File: config.mk
export PLATFORM = sky130hd
export DESIGN_NAME = diag_status_frame_scheduler
export DESIGN_NICKNAME = d
export VERILOG_FILES = /design/src/design/diag_frame_pkg.sv /design/src/design/diag_status_frame_scheduler.sv
export SDC_FILE = /design/constraint.sdc
export NUM_CORES = 1
export LEC_CHECK = 0
export BUFFER_PORTS_ARGS = -buffer_cell sky130_fd_sc_hd__buf_4
export CORE_MARGIN = 10
export CORE_UTILIZATION = 51
export CTS_BUF_LIST = sky130_fd_sc_hd__clkbuf_16
export CTS_CLUSTER_SIZE = 25
export DETAILED_ROUTE_END_ITERATION = 6
export PLACE_DENSITY_LB_ADDON = 0.1
export SLEW_MARGIN = 20
export SYNTH_ARGS = -nofsm -noshare
export SYNTH_HDL_FRONTEND = slang
export SYNTH_SLANG_ARGS = --single-unit
File: constraint.sdc
create_clock -name ref_clk -period 5 [get_ports ref_clk]
set_input_delay 0.75 -clock ref_clk [delete_from_list [all_inputs] [get_ports ref_clk]]
set_output_delay 0.75 -clock ref_clk [all_outputs]
set_load 0.05 [all_outputs]
File: src/design/diag_frame_pkg.sv
// Constants for the diagnostic status frame scheduler.
// Assumes a 200 MHz ref_clk and a CAN controller that takes one whole frame per handshake.
package diag_frame_pkg;
  // ---------------------------------------------------------------
  // Timing
  // ---------------------------------------------------------------
  localparam int unsigned CLK_HZ = 200_000_000;
  localparam int unsigned MS_NS = 1_000_000;
  localparam int unsigned CLK_NS = 5;
  localparam int unsigned MS_CYCLES = MS_NS / CLK_NS;
  localparam int unsigned FAST_PERIOD_MS = 100;
  localparam int unsigned SLOW_PERIOD_MS = 1000;
  localparam int unsigned IDLE_PERIOD_MS = 5000;
  localparam int unsigned CLEAR_DEADLINE_MS = 1000;
  localparam int unsigned MANUAL_TIMEOUT_MS = 500;
  // ---------------------------------------------------------------
  // Frame identity
  // ---------------------------------------------------------------
  localparam logic [17:0] DIAG_GROUP = 18'h1feca;
  localparam logic [17:0] REQUEST_GROUP = 18'h0ea00;
  localparam logic [2:0] DIAG_PRIORITY = 3'h6;
  localparam logic [2:0] CONTROL_PRIORITY = 3'h3;
  localparam logic [2:0] INFO_PRIORITY = 3'h6;
  // ---------------------------------------------------------------
  // Payload fill values
  // ---------------------------------------------------------------
  localparam logic [7:0] ALL_ONES = 8'hff;
  localparam logic [6:0] COUNT_UNAVAIL = 7'h7f;
  localparam logic [3:0] BANK_NONE = 4'hf;
  localparam logic [3:0] BANK_MAX = 4'hd;
  localparam logic [1:0] ST_OFF = 2'h0;
  localparam logic [1:0] ST_ON = 2'h1;
  localparam logic [1:0] RUN_STANDBY = 2'h0;
  localparam logic [1:0] RUN_ACTIVE = 2'h1;
  localparam logic [1:0] LAMP_OFF = 2'h0;
  localparam logic [1:0] LAMP_ON = 2'h1;
  // ---------------------------------------------------------------
  // Frame kinds offered to the CAN controller
  // ---------------------------------------------------------------
  typedef enum logic [1:0] {
    KIND_NONE = 2'b00,
    KIND_DIAG = 2'b01,
    KIND_STATUS = 2'b10
  } frame_kind_type;
endpackage : diag_frame_pkg

File: src/design/diag_status_frame_scheduler.sv
// Diagnostic status frame scheduler: builds the single-frame diagnostic
// message and decides when it, or the device status group, goes out.
// Assumes the CAN controller takes a frame on tx_valid and tx_ready high.
`timescale 1ns/1ps
module diag_status_frame_scheduler
  import diag_frame_pkg::*;
#(
  parameter int unsigned MS_DIV = diag_frame_pkg::MS_CYCLES,
  parameter int unsigned MANUAL_TIMEOUT = diag_frame_pkg::MANUAL_TIMEOUT_MS
)(
  // Clock and reset
  input wire logic ref_clk,
  input wire logic reset,
  // Device state
  input wire logic automated,
  input wire logic dev_enabled,
  input wire logic dev_running,
  input wire logic fault_active,
  input wire logic fault_severe,
  input wire logic warn_lamp,
  input wire logic severe_lamp,
  input wire logic [7:0] default_source_address,
  input wire logic [18:0] failed_component_number,
  input wire logic [4:0] failure_mode_code,
  input wire logic count_valid,
  input wire logic [6:0] occurrence_count,
  input wire logic ext_valid,
  input wire logic [7:0] address_extension,
  input wire logic bank_valid,
  input wire logic [3:0] bank_select,
  // Received traffic, one-cycle pulses
  input wire logic rx_valid,
  input wire logic [17:0] rx_group,
  input wire logic [23:0] rx_req_group,
  input wire logic ctrl_cmd,
  input wire logic ctrl_manual,
  input wire logic ctrl_stop,
  input wire logic motion_done,
  input wire logic status_sent,
  // Frame to CAN controller
  output frame_kind_type tx_kind,
  output logic tx_valid,
  input wire logic tx_ready,
  output logic [17:0] tx_group,
  output logic [2:0] tx_priority,
  output logic [63:0] tx_data,
  // Safety
  output logic manual_safe_stop,
  output logic manual_active
);
  import diag_frame_pkg::*;

  // ---------------------------------------------------------------
  // State
  // ---------------------------------------------------------------
  typedef struct packed {
    logic [31:0] div;
    logic ms_tick;
    logic [12:0] idle_ms;
    logic [12:0] fault_ms;
    logic [12:0] clear_ms;
    logic [12:0] manual_ms;
    logic diag_pend;
    logic status_pend;
    logic clear_pend;
    logic reported;
    logic manual;
    logic safe_stop;
    logic busy;
    logic data_fault;
    frame_kind_type kind;
    logic [63:0] data;
  } state_type;

  state_type cur_ff;
  state_type nxt_cur;

  localparam logic [12:0] FAST_LIM = 13'(FAST_PERIOD_MS);
  localparam logic [12:0] SLOW_LIM = 13'(SLOW_PERIOD_MS);
  localparam logic [12:0] IDLE_LIM = 13'(IDLE_PERIOD_MS);
  localparam logic [12:0] CLR_LIM = 13'(CLEAR_DEADLINE_MS);
  // Clear deadline leaves margin so a stalled bus still meets it
  localparam logic [12:0] CLR_SEND = 13'(CLEAR_DEADLINE_MS / 2);
  localparam logic [12:0] MAN_LIM = 13'(MANUAL_TIMEOUT);
  localparam logic [31:0] DIV_LAST = 32'(MS_DIV - 1);

  logic is_request;
  logic diag_due;
  logic [7:0] byte0;
  logic [31:0] fault_bytes;
  logic [7:0] byte5;
  logic [63:0] diag_payload;

  // ---------------------------------------------------------------
  // Payload assembly
  // ---------------------------------------------------------------
  always_comb
  begin
    // Encoding is the same for simple and automated devices; the flag
    // only documents which meaning standby carries
    byte0 = {severe_lamp ? LAMP_ON : LAMP_OFF,
             warn_lamp ? LAMP_ON : LAMP_OFF,
             dev_running ? RUN_ACTIVE : RUN_STANDBY,
             dev_enabled ? ST_ON : ST_OFF};
    // Bytes two to five, byte two in the low lane; bit 7 of byte five is fixed
    byte5 = {1'b1, count_valid ? occurrence_count : COUNT_UNAVAIL};
    fault_bytes = {byte5, failed_component_number[2:0], failure_mode_code,
                   failed_component_number[10:3], failed_component_number[18:11]};
    // Nothing to report: the fault fields read as not available
    if (!fault_active)
      fault_bytes = {ALL_ONES, ALL_ONES, ALL_ONES, ALL_ONES};
    // Byte 0 sits in the low lane of tx_data; the upper bank nibble is unused
    diag_payload = {ALL_ONES[7:4],
                    (bank_valid && bank_select <= BANK_MAX) ? bank_select : BANK_NONE,
                    ext_valid ? address_extension : ALL_ONES,
                    fault_bytes, default_source_address, byte0};
  end

  assign is_request = rx_valid && rx_group[17:8] == REQUEST_GROUP[17:8]
                      && rx_req_group[17:0] == DIAG_GROUP;

  // ---------------------------------------------------------------
  // Scheduling
  // ---------------------------------------------------------------
  always_comb
  begin
    nxt_cur = cur_ff;
    diag_due = 1'b0;
    // Millisecond strobe from the divider
    nxt_cur.ms_tick = 1'b0;
    if (cur_ff.div == DIV_LAST)
    begin
      nxt_cur.div = '0;
      nxt_cur.ms_tick = 1'b1;
    end
    else
    begin
      nxt_cur.div = cur_ff.div + 32'h1;
    end
    if (cur_ff.ms_tick)
    begin
      if (cur_ff.idle_ms < IDLE_LIM)
        nxt_cur.idle_ms = cur_ff.idle_ms + 13'h1;
      if (cur_ff.fault_ms < IDLE_LIM)
        nxt_cur.fault_ms = cur_ff.fault_ms + 13'h1;
      if (cur_ff.clear_pend && cur_ff.clear_ms < CLR_LIM)
        nxt_cur.clear_ms = cur_ff.clear_ms + 13'h1;
      if (cur_ff.manual && cur_ff.manual_ms < MAN_LIM)
        nxt_cur.manual_ms = cur_ff.manual_ms + 13'h1;
    end
    // Fault repetition: 100 ms for severe faults, 1000 ms otherwise
    if (fault_active)
    begin
      nxt_cur.reported = cur_ff.reported;
      if (cur_ff.fault_ms >= (fault_severe ? FAST_LIM : SLOW_LIM))
        diag_due = 1'b1;
    end
    else if (cur_ff.reported)
    begin
      nxt_cur.clear_pend = 1'b1;
      nxt_cur.reported = 1'b0;
      nxt_cur.clear_ms = '0;
    end
    if (cur_ff.clear_pend && cur_ff.clear_ms >= CLR_SEND)
      diag_due = 1'b1;
    if (cur_ff.idle_ms >= IDLE_LIM)
      diag_due = 1'b1;
    if (is_request)
      diag_due = 1'b1;
    // A due timer keeps asking until its frame is gone; while that frame is
    // offered only a fresh request may queue another, or it would go out twice
    if (cur_ff.busy && cur_ff.kind == KIND_DIAG)
      diag_due = is_request;
    if (diag_due)
      nxt_cur.diag_pend = 1'b1;
    // Control commands and motion completion demand status feedback
    if (rx_valid && (ctrl_cmd || motion_done))
      nxt_cur.status_pend = 1'b1;
    // Manual mode watchdog
    if (rx_valid && ctrl_cmd && ctrl_manual && !ctrl_stop)
    begin
      nxt_cur.manual = 1'b1;
      nxt_cur.manual_ms = '0;
      nxt_cur.safe_stop = 1'b0;
    end
    else if (rx_valid && ctrl_cmd && ctrl_stop)
    begin
      nxt_cur.manual = 1'b0;
    end
    else if (cur_ff.manual && cur_ff.manual_ms >= MAN_LIM)
    begin
      nxt_cur.manual = 1'b0;
      nxt_cur.safe_stop = 1'b1;
    end
    // Issue a frame; status feedback first since it answers a command
    if (!cur_ff.busy)
    begin
      if (cur_ff.status_pend)
      begin
        nxt_cur.busy = 1'b1;
        nxt_cur.kind = KIND_STATUS;
        nxt_cur.status_pend = 1'b0;
        nxt_cur.data = '0;
      end
      else if (cur_ff.diag_pend)
      begin
        nxt_cur.busy = 1'b1;
        nxt_cur.kind = KIND_DIAG;
        // Timers stay due until the handshake restarts them; keep only requests
        nxt_cur.diag_pend = is_request;
        nxt_cur.data_fault = fault_active;
        nxt_cur.data = diag_payload;
      end
    end
    else if (tx_ready)
    begin
      nxt_cur.busy = 1'b0;
      nxt_cur.kind = KIND_NONE;
      nxt_cur.idle_ms = '0;
      if (cur_ff.kind == KIND_DIAG)
      begin
        nxt_cur.fault_ms = '0;
        // Judge by what the frame carried: a fault that clears while its
        // frame waits for the bus still owes a clear report
        nxt_cur.reported = cur_ff.data_fault;
        if (cur_ff.data_fault == fault_active)
          nxt_cur.clear_pend = 1'b0;
      end
    end
    // Status frames sent elsewhere also count as traffic
    if (status_sent)
      nxt_cur.idle_ms = '0;
  end

  always_ff @(posedge ref_clk)
  begin
    if (reset)
      cur_ff <= '{kind: KIND_NONE, default: '0};
    else
      cur_ff <= nxt_cur;
  end

  // ---------------------------------------------------------------
  // Outputs
  // ---------------------------------------------------------------
  assign tx_valid = cur_ff.busy;
  assign tx_kind = cur_ff.kind;
  assign tx_data = cur_ff.data;
  assign tx_group = (cur_ff.kind == KIND_DIAG) ? DIAG_GROUP : '0;
  assign tx_priority = (cur_ff.kind == KIND_STATUS) ? CONTROL_PRIORITY
                       : DIAG_PRIORITY;
  assign manual_safe_stop = cur_ff.safe_stop;
  assign manual_active = cur_ff.manual;

  // ---------------------------------------------------------------
  // Assertions
  // ---------------------------------------------------------------
  property p_bit7;
    @(posedge ref_clk) disable iff (reset)
      tx_valid && tx_kind == KIND_DIAG |-> tx_data[47];
  endproperty
  a_bit7: assert property (p_bit7) else $error("byte five bit 7 clear");

  property p_nofault_fill;
    @(posedge ref_clk) disable iff (reset)
      !cur_ff.busy && !cur_ff.status_pend && cur_ff.diag_pend && !fault_active
      |=> tx_data[47:16] == 32'hffffffff;
  endproperty
  a_nofault_fill: assert property (p_nofault_fill) else $error("idle fill wrong");

  property p_group;
    @(posedge ref_clk) disable iff (reset)
      tx_kind == KIND_DIAG |-> tx_group == DIAG_GROUP && tx_priority == DIAG_PRIORITY;
  endproperty
  a_group: assert property (p_group) else $error("diag group wrong");

  property p_request;
    @(posedge ref_clk) disable iff (reset)
      is_request |=> cur_ff.diag_pend || (tx_kind == KIND_DIAG);
  endproperty
  a_request: assert property (p_request) else $error("request not queued");

  // Overdue silence must queue a frame or already be sending one
  property p_idle_bound;
    @(posedge ref_clk) disable iff (reset)
      cur_ff.idle_ms >= IDLE_LIM && !(tx_valid && tx_ready)
      |=> cur_ff.diag_pend || cur_ff.busy;
  endproperty
  a_idle_bound: assert property (p_idle_bound) else $error("idle timer overrun");

  property p_cmd_feedback;
    @(posedge ref_clk) disable iff (reset)
      rx_valid && ctrl_cmd |=> cur_ff.status_pend || tx_kind == KIND_STATUS;
  endproperty
  a_cmd_feedback: assert property (p_cmd_feedback) else $error("no feedback");

  property p_sent_resets;
    @(posedge ref_clk) disable iff (reset)
      tx_valid && tx_ready |=> cur_ff.idle_ms == '0;
  endproperty
  a_sent_resets: assert property (p_sent_resets) else $error("idle not restarted");

  property p_tick;
    @(posedge ref_clk) disable iff (reset)
      cur_ff.ms_tick |=> !cur_ff.ms_tick;
  endproperty
  a_tick: assert property (p_tick) else $error("tick too long");

  property p_safe;
    @(posedge ref_clk) disable iff (reset)
      cur_ff.manual && cur_ff.manual_ms >= MAN_LIM && !(rx_valid && ctrl_cmd)
      |=> manual_safe_stop && !manual_active;
  endproperty
  a_safe: assert property (p_safe) else $error("no safe stop");

  property p_bank;
    @(posedge ref_clk) disable iff (reset)
      tx_kind == KIND_DIAG |-> tx_data[59:56] <= BANK_MAX || tx_data[59:56] == BANK_NONE;
  endproperty
  a_bank: assert property (p_bank) else $error("bank out of range");

  // One frame per due timer: no diag frame queued straight after a diag frame
  property p_single_repeat;
    @(posedge ref_clk) disable iff (reset)
      tx_valid && tx_ready && tx_kind == KIND_DIAG && !cur_ff.diag_pend && !is_request
      |=> !cur_ff.diag_pend;
  endproperty
  a_single_repeat: assert property (p_single_repeat) else $error("diag frame doubled");

  // A due clear report, or status feedback queued ahead of it, is offered within two cycles when the bus is free
  property p_clear_report;
    @(posedge ref_clk) disable iff (reset)
      cur_ff.clear_pend && cur_ff.clear_ms >= CLR_SEND && !cur_ff.busy
      |-> ##[1:2] tx_valid;
  endproperty
  a_clear_report: assert property (p_clear_report) else $error("clear report late");

  // Without a fault, a request, a clear or overdue silence no diag frame is queued
  property p_quiet;
    @(posedge ref_clk) disable iff (reset)
      !fault_active && !cur_ff.clear_pend && cur_ff.idle_ms < IDLE_LIM && !is_request
      && !cur_ff.diag_pend |=> !cur_ff.diag_pend;
  endproperty
  a_quiet: assert property (p_quiet) else $error("unrequested diag frame");

  c_diag: cover property (@(posedge ref_clk) tx_valid && tx_ready && tx_kind == KIND_DIAG);
  c_status: cover property (@(posedge ref_clk) tx_valid && tx_ready && tx_kind == KIND_STATUS);
  c_clear: cover property (@(posedge ref_clk) cur_ff.clear_pend);
  c_safe: cover property (@(posedge ref_clk) manual_safe_stop);
endmodule : diag_status_frame_scheduler

==> impl.org <==
** Synth
- The synthesized netlist occupies a cell area of 0.00733 sq mm.
- In this run, distinct cell masters in the synthesized netlist total 57.
- Of the post-synthesis cell area, the part taken by muxes is 0.0232.
- Top FF cell, synth :: dfxtp_1
- Fraction of synthesized cell area in xor and xnor cells :: 0.0203
- After synthesis the netlist holds a flip-flop and latch count of 151.
- Of the synthesized area, sequential elements account for 0.413.
- By area the synthesized netlist is led by dfxtp_1 (41%), buf_4 (8.6%), a21oi_1 (6.3%), o21ai_0 (4.8%), nand2_1 (4.6%).
- The fraction of the mapped netlist area in compound gates is 0.188.
- Basic-gate share of the synthesized area counting and, or, nand and nor cells :: 0.215
- Fraction of synthesis flops using an asynchronous set or reset pin :: 0
- Yosys printed 0 warnings.
- dfxtp_1 takes more of the synthesized area than any other cell.
- Synthesis handed over a netlist of 880 instances.
- Of the total synthesized cell area, the portion taken by full adders, half adders and majority gates is 0.0222.
- After synthesis, the largest family of logic cells by area is simple AND/OR/NAND/NOR gates.
- Of the post-synthesis cell area, the dominant cell type holds 0.413.
- Synthesized area divided by synthesized cell count :: 8.32 sq um
- In this run, synthesis inferred 0 flip-flops with an integrated enable.

** Drt
- For this block, the initial DRC count from the detailed router was 311.
- The routed design has 17700 um of wire.
- Detailed-route wire length per cell :: 15.3 um
- Summing over every cut layer, the via total after detailed routing is 6256.
- In the routed design, unresolved DRC markers number 0.
- Count of antenna-violating nets left after detailed routing :: 0
- Dividing the detail-routed via count by the number of cells gives 5.41.
- Before antenna repair, the detailed router went through 5 iterations.

** Floorplan
- Row generation in the floorplan step produced 43 rows.
- For this configuration, the core starts out at a cell density of 0.524.
- Core box area :: 0.0140 sq mm
- Measured along the x axis, the die boundary spans 140 um.
- The die is 140 um tall.
- During I/O placement, the number of pins put on the boundary was 202.
- Floorplan die area :: 0.0196 sq mm

** CTS
- Clock sink total :: 151
- Clock tree root buffer cell :: clkbuf_16
- TritonCTS built the clock tree.
- Number of gates resized after cts :: 0
- Clock-pin slew was measured on the worst setup and hold paths at 60 ps.
- Insertion delay of the later-clocked pin in the worst-skew pair :: 430 ps
- CTS HTree Levels :: 4
- Post-CTS setup buffers :: 0
- Number of buffers inserted by hold repair at cts :: 0
- The clock passes through at most 2 buffers.
- Cts bufs inserted :: 17

** Timing
- F_max :: 0.359 GHz
- In the finished design, the share of the clock period the worst path needs comes to 0.557.
- Setup violations remaining at the end of the flow were counted as 0.
- The number of max-slew violations in the final report is 0.
- After routing, the total negative slack on setup checks comes to 0 ps.
- Slew headroom :: 0.273
- The count of final hold-check violations was 0.
- Min Tclk post-route :: 2780 ps
- Clock skew on the completed layout was measured at 12.5 ps.
- Worst Tran Pin Value :: 1090 ps
- Setup repair after global routing left no endpoint under its margin.

** Worst hold path
- The worst hold path passes through 2 cells.
- Hold path endpoint :: tx_data[49]
- In this run the most critical hold path is launched from tx_data[49].
- Class of the tightest hold or removal check :: reg -> reg

** Finish
- Most common library cell in the layout ignoring fill and taps :: buf_4
- Final nets :: 1089
- 0 antenna diodes ended up in the layout.
- From synthesis to final layout, the design area changed by 20.3%.
- Number of fill cells in the layout :: 1266
- In the final layout, the share of cells above drive strength 1 is 0.223.
- The library cells used most frequently in the layout, excluding fill and tap cells, are buf_4 (178), dfxtp_1 (151), a21oi_1 (92), nand2_1 (89), o21ai_0 (69).

** Run
- Max-cap violations in this run came to 0.

** Worst setup path
- In this run the critical register-to-register path is launched from cur_ff[127].
- STA classifies the critical path endpoint as an output port.
- CP Launch Type :: flop
- Max FO, Critical Path :: 16
- Endpoint of the worst register-to-register path :: cur_ff[151]
- STA puts the critical path data arrival time at 2030 ps.
- FF-to-FF setup slack :: 2590 ps
- Logic depth of the worst register-to-register path :: 5
- The worst setup path is of the reg -> out kind.
- The critical path starts at tx_kind[0].
- For the worst setup path, the data required time is 4250 ps.

** Power and ir drop
- Total internal power :: 2.11 mW
- For this design the total switching power over the nets is 0.612 mW.
- Power density normalized to cell area :: 308 mW/mm^2
- Sequential Power Share :: 0.446
- The share of total power dissipated in combinational logic is 0.056.
- Of the total power, the share spent switching nets is 0.225.
- Cell leakage power :: 3.33 nW
- Largest vdd supply drop :: 0.219 mV
- Summing internal, switching and leakage power gives 2.72 mW.
- Of the total power, the clock network draws 0.497.

** Placement
- In this run the tool buffered the top-level ports with 175 buffer cells.
- At the end of routability-driven placement, the weighted congestion stood at 0.803.
- After legalization and detailed placement, the total HPWL measured 12500 um.

** GRT
- Across every metal layer, demand over resource in global routing totals 0.171.
- GRT Residual Overflow :: 0
- The first global-routing pass estimated 28400 um of wire.
- The initial antenna violation count came to 0.
- The via count of the first global-routing pass is 5533.
- Entering global routing, the biggest net connects 78 pins.

** Outcome
- Result of the run :: finished clean
==> how the worst max path moves through the flow <==
stage	end	slack (ps)	cells past startpoint
after global routing	tx_group[10]	2120	2
after detailed placement	cur_ff[101]	2480	4
after global placement	cur_ff[101]	2550	4
after floorplan	tx_group[10]	2330	2
final	tx_group[16]	2220	2
after CTS	tx_group[16]	2270	2
==> Yosys cell counts (2+ instances only) <==
master	number
o31ai_1	18
clkbuf_1	34
nor2_1	49
and4_1	6
o41ai_1	3
dfxtp_1	151
nand3b_1	2
o2111ai_1	6
and3_1	12
or4b_2	2
a31oi_1	4
nor3_1	10
a211o_1	2
o21ai_0	70
nand2b_1	13
and2_1	9
mux2i_1	17
a21oi_1	92
buf_4	84
a22oi_1	13
a211oi_1	6
xnor2_1	9
ha_1	13
nand4b_1	3
xor2_1	8
nand2_1	89
conb_1	2
buf_1	2
inv_1	23
nand4_1	19
nor4_1	15
or4_1	20
or3_1	13
o211ai_1	5
nand3_1	30
nor2b_1	2
o21a_1	4
==> cells by family after synthesis <==
| kind of cell | after synthesis |
|---|---|
| other | 2 |
| AO/OA/AOI/OAI | 234 |
| AND/OR/NAND/NOR | 301 |
| XOR/XNOR | 17 |
| adder cells (fa/ha/maj) | 13 |
| flip-flops | 151 |
| multiplexers | 17 |
| buffers and inverters | 145 |
==> registers in the layout, summed over array words and instances, names as in the netlist <==
signal,count
cur_ff,90
manual_safe_stop,1
tx_data,56
tx_valid,1
manual_active,1
tx_kind,2
==> critical path, cell delays in order, from the launching register on <==
cell	delay, ps
dfxtp_1	380
nor2b_1	870
buf_4	350
==> metal layers <==
metal	track usage	part of all wire	vias to the layer above
li1	-	-	3246
met1	0.236	0.49	2834
met2	0.252	0.45	158
met3	0.0500	0.055	18
met4	0.0533	0.014	0
met5	0	0	-
==> power groups by stage <==
stage	logic, mW	registers, mW	clock network [mW]
2_1_floorplan	0.0793	1.24	0
3_3_place_gp	0.152	1.24	0
3_5_place_dp	0.152	1.24	0
4_1_cts	0.153	1.21	1.38
5_1_grt	0.166	1.21	1.44
6_report	0.153	1.21	1.35
==> per-stage QoR <==
step	cells	util	setup slack, ps	cell area (sq um)	hold slack [ps]
floorplan	889	-	2330	7360	430
global placement	1125	0.585	2550	8180	439
detailed placement	1125	0.585	2480	8180	443
CTS	1157	0.630	2270	8810	452
global route	1157	0.630	2120	8820	468
finish	1157	0.630	2220	8820	451
==> cell type report <==
class	count	area, sq um	share of cell area
multi-input cells	593	3520	0.399
inverters	23	86.3	0.00979
flip-flops and latches	151	3020	0.343
repair buffers	178	1340	0.152
well taps	180	225	0.0255
clock inverters	15	200	0.0227
clock buffers	17	425	0.0483
(Power assumes the default switching activity.)
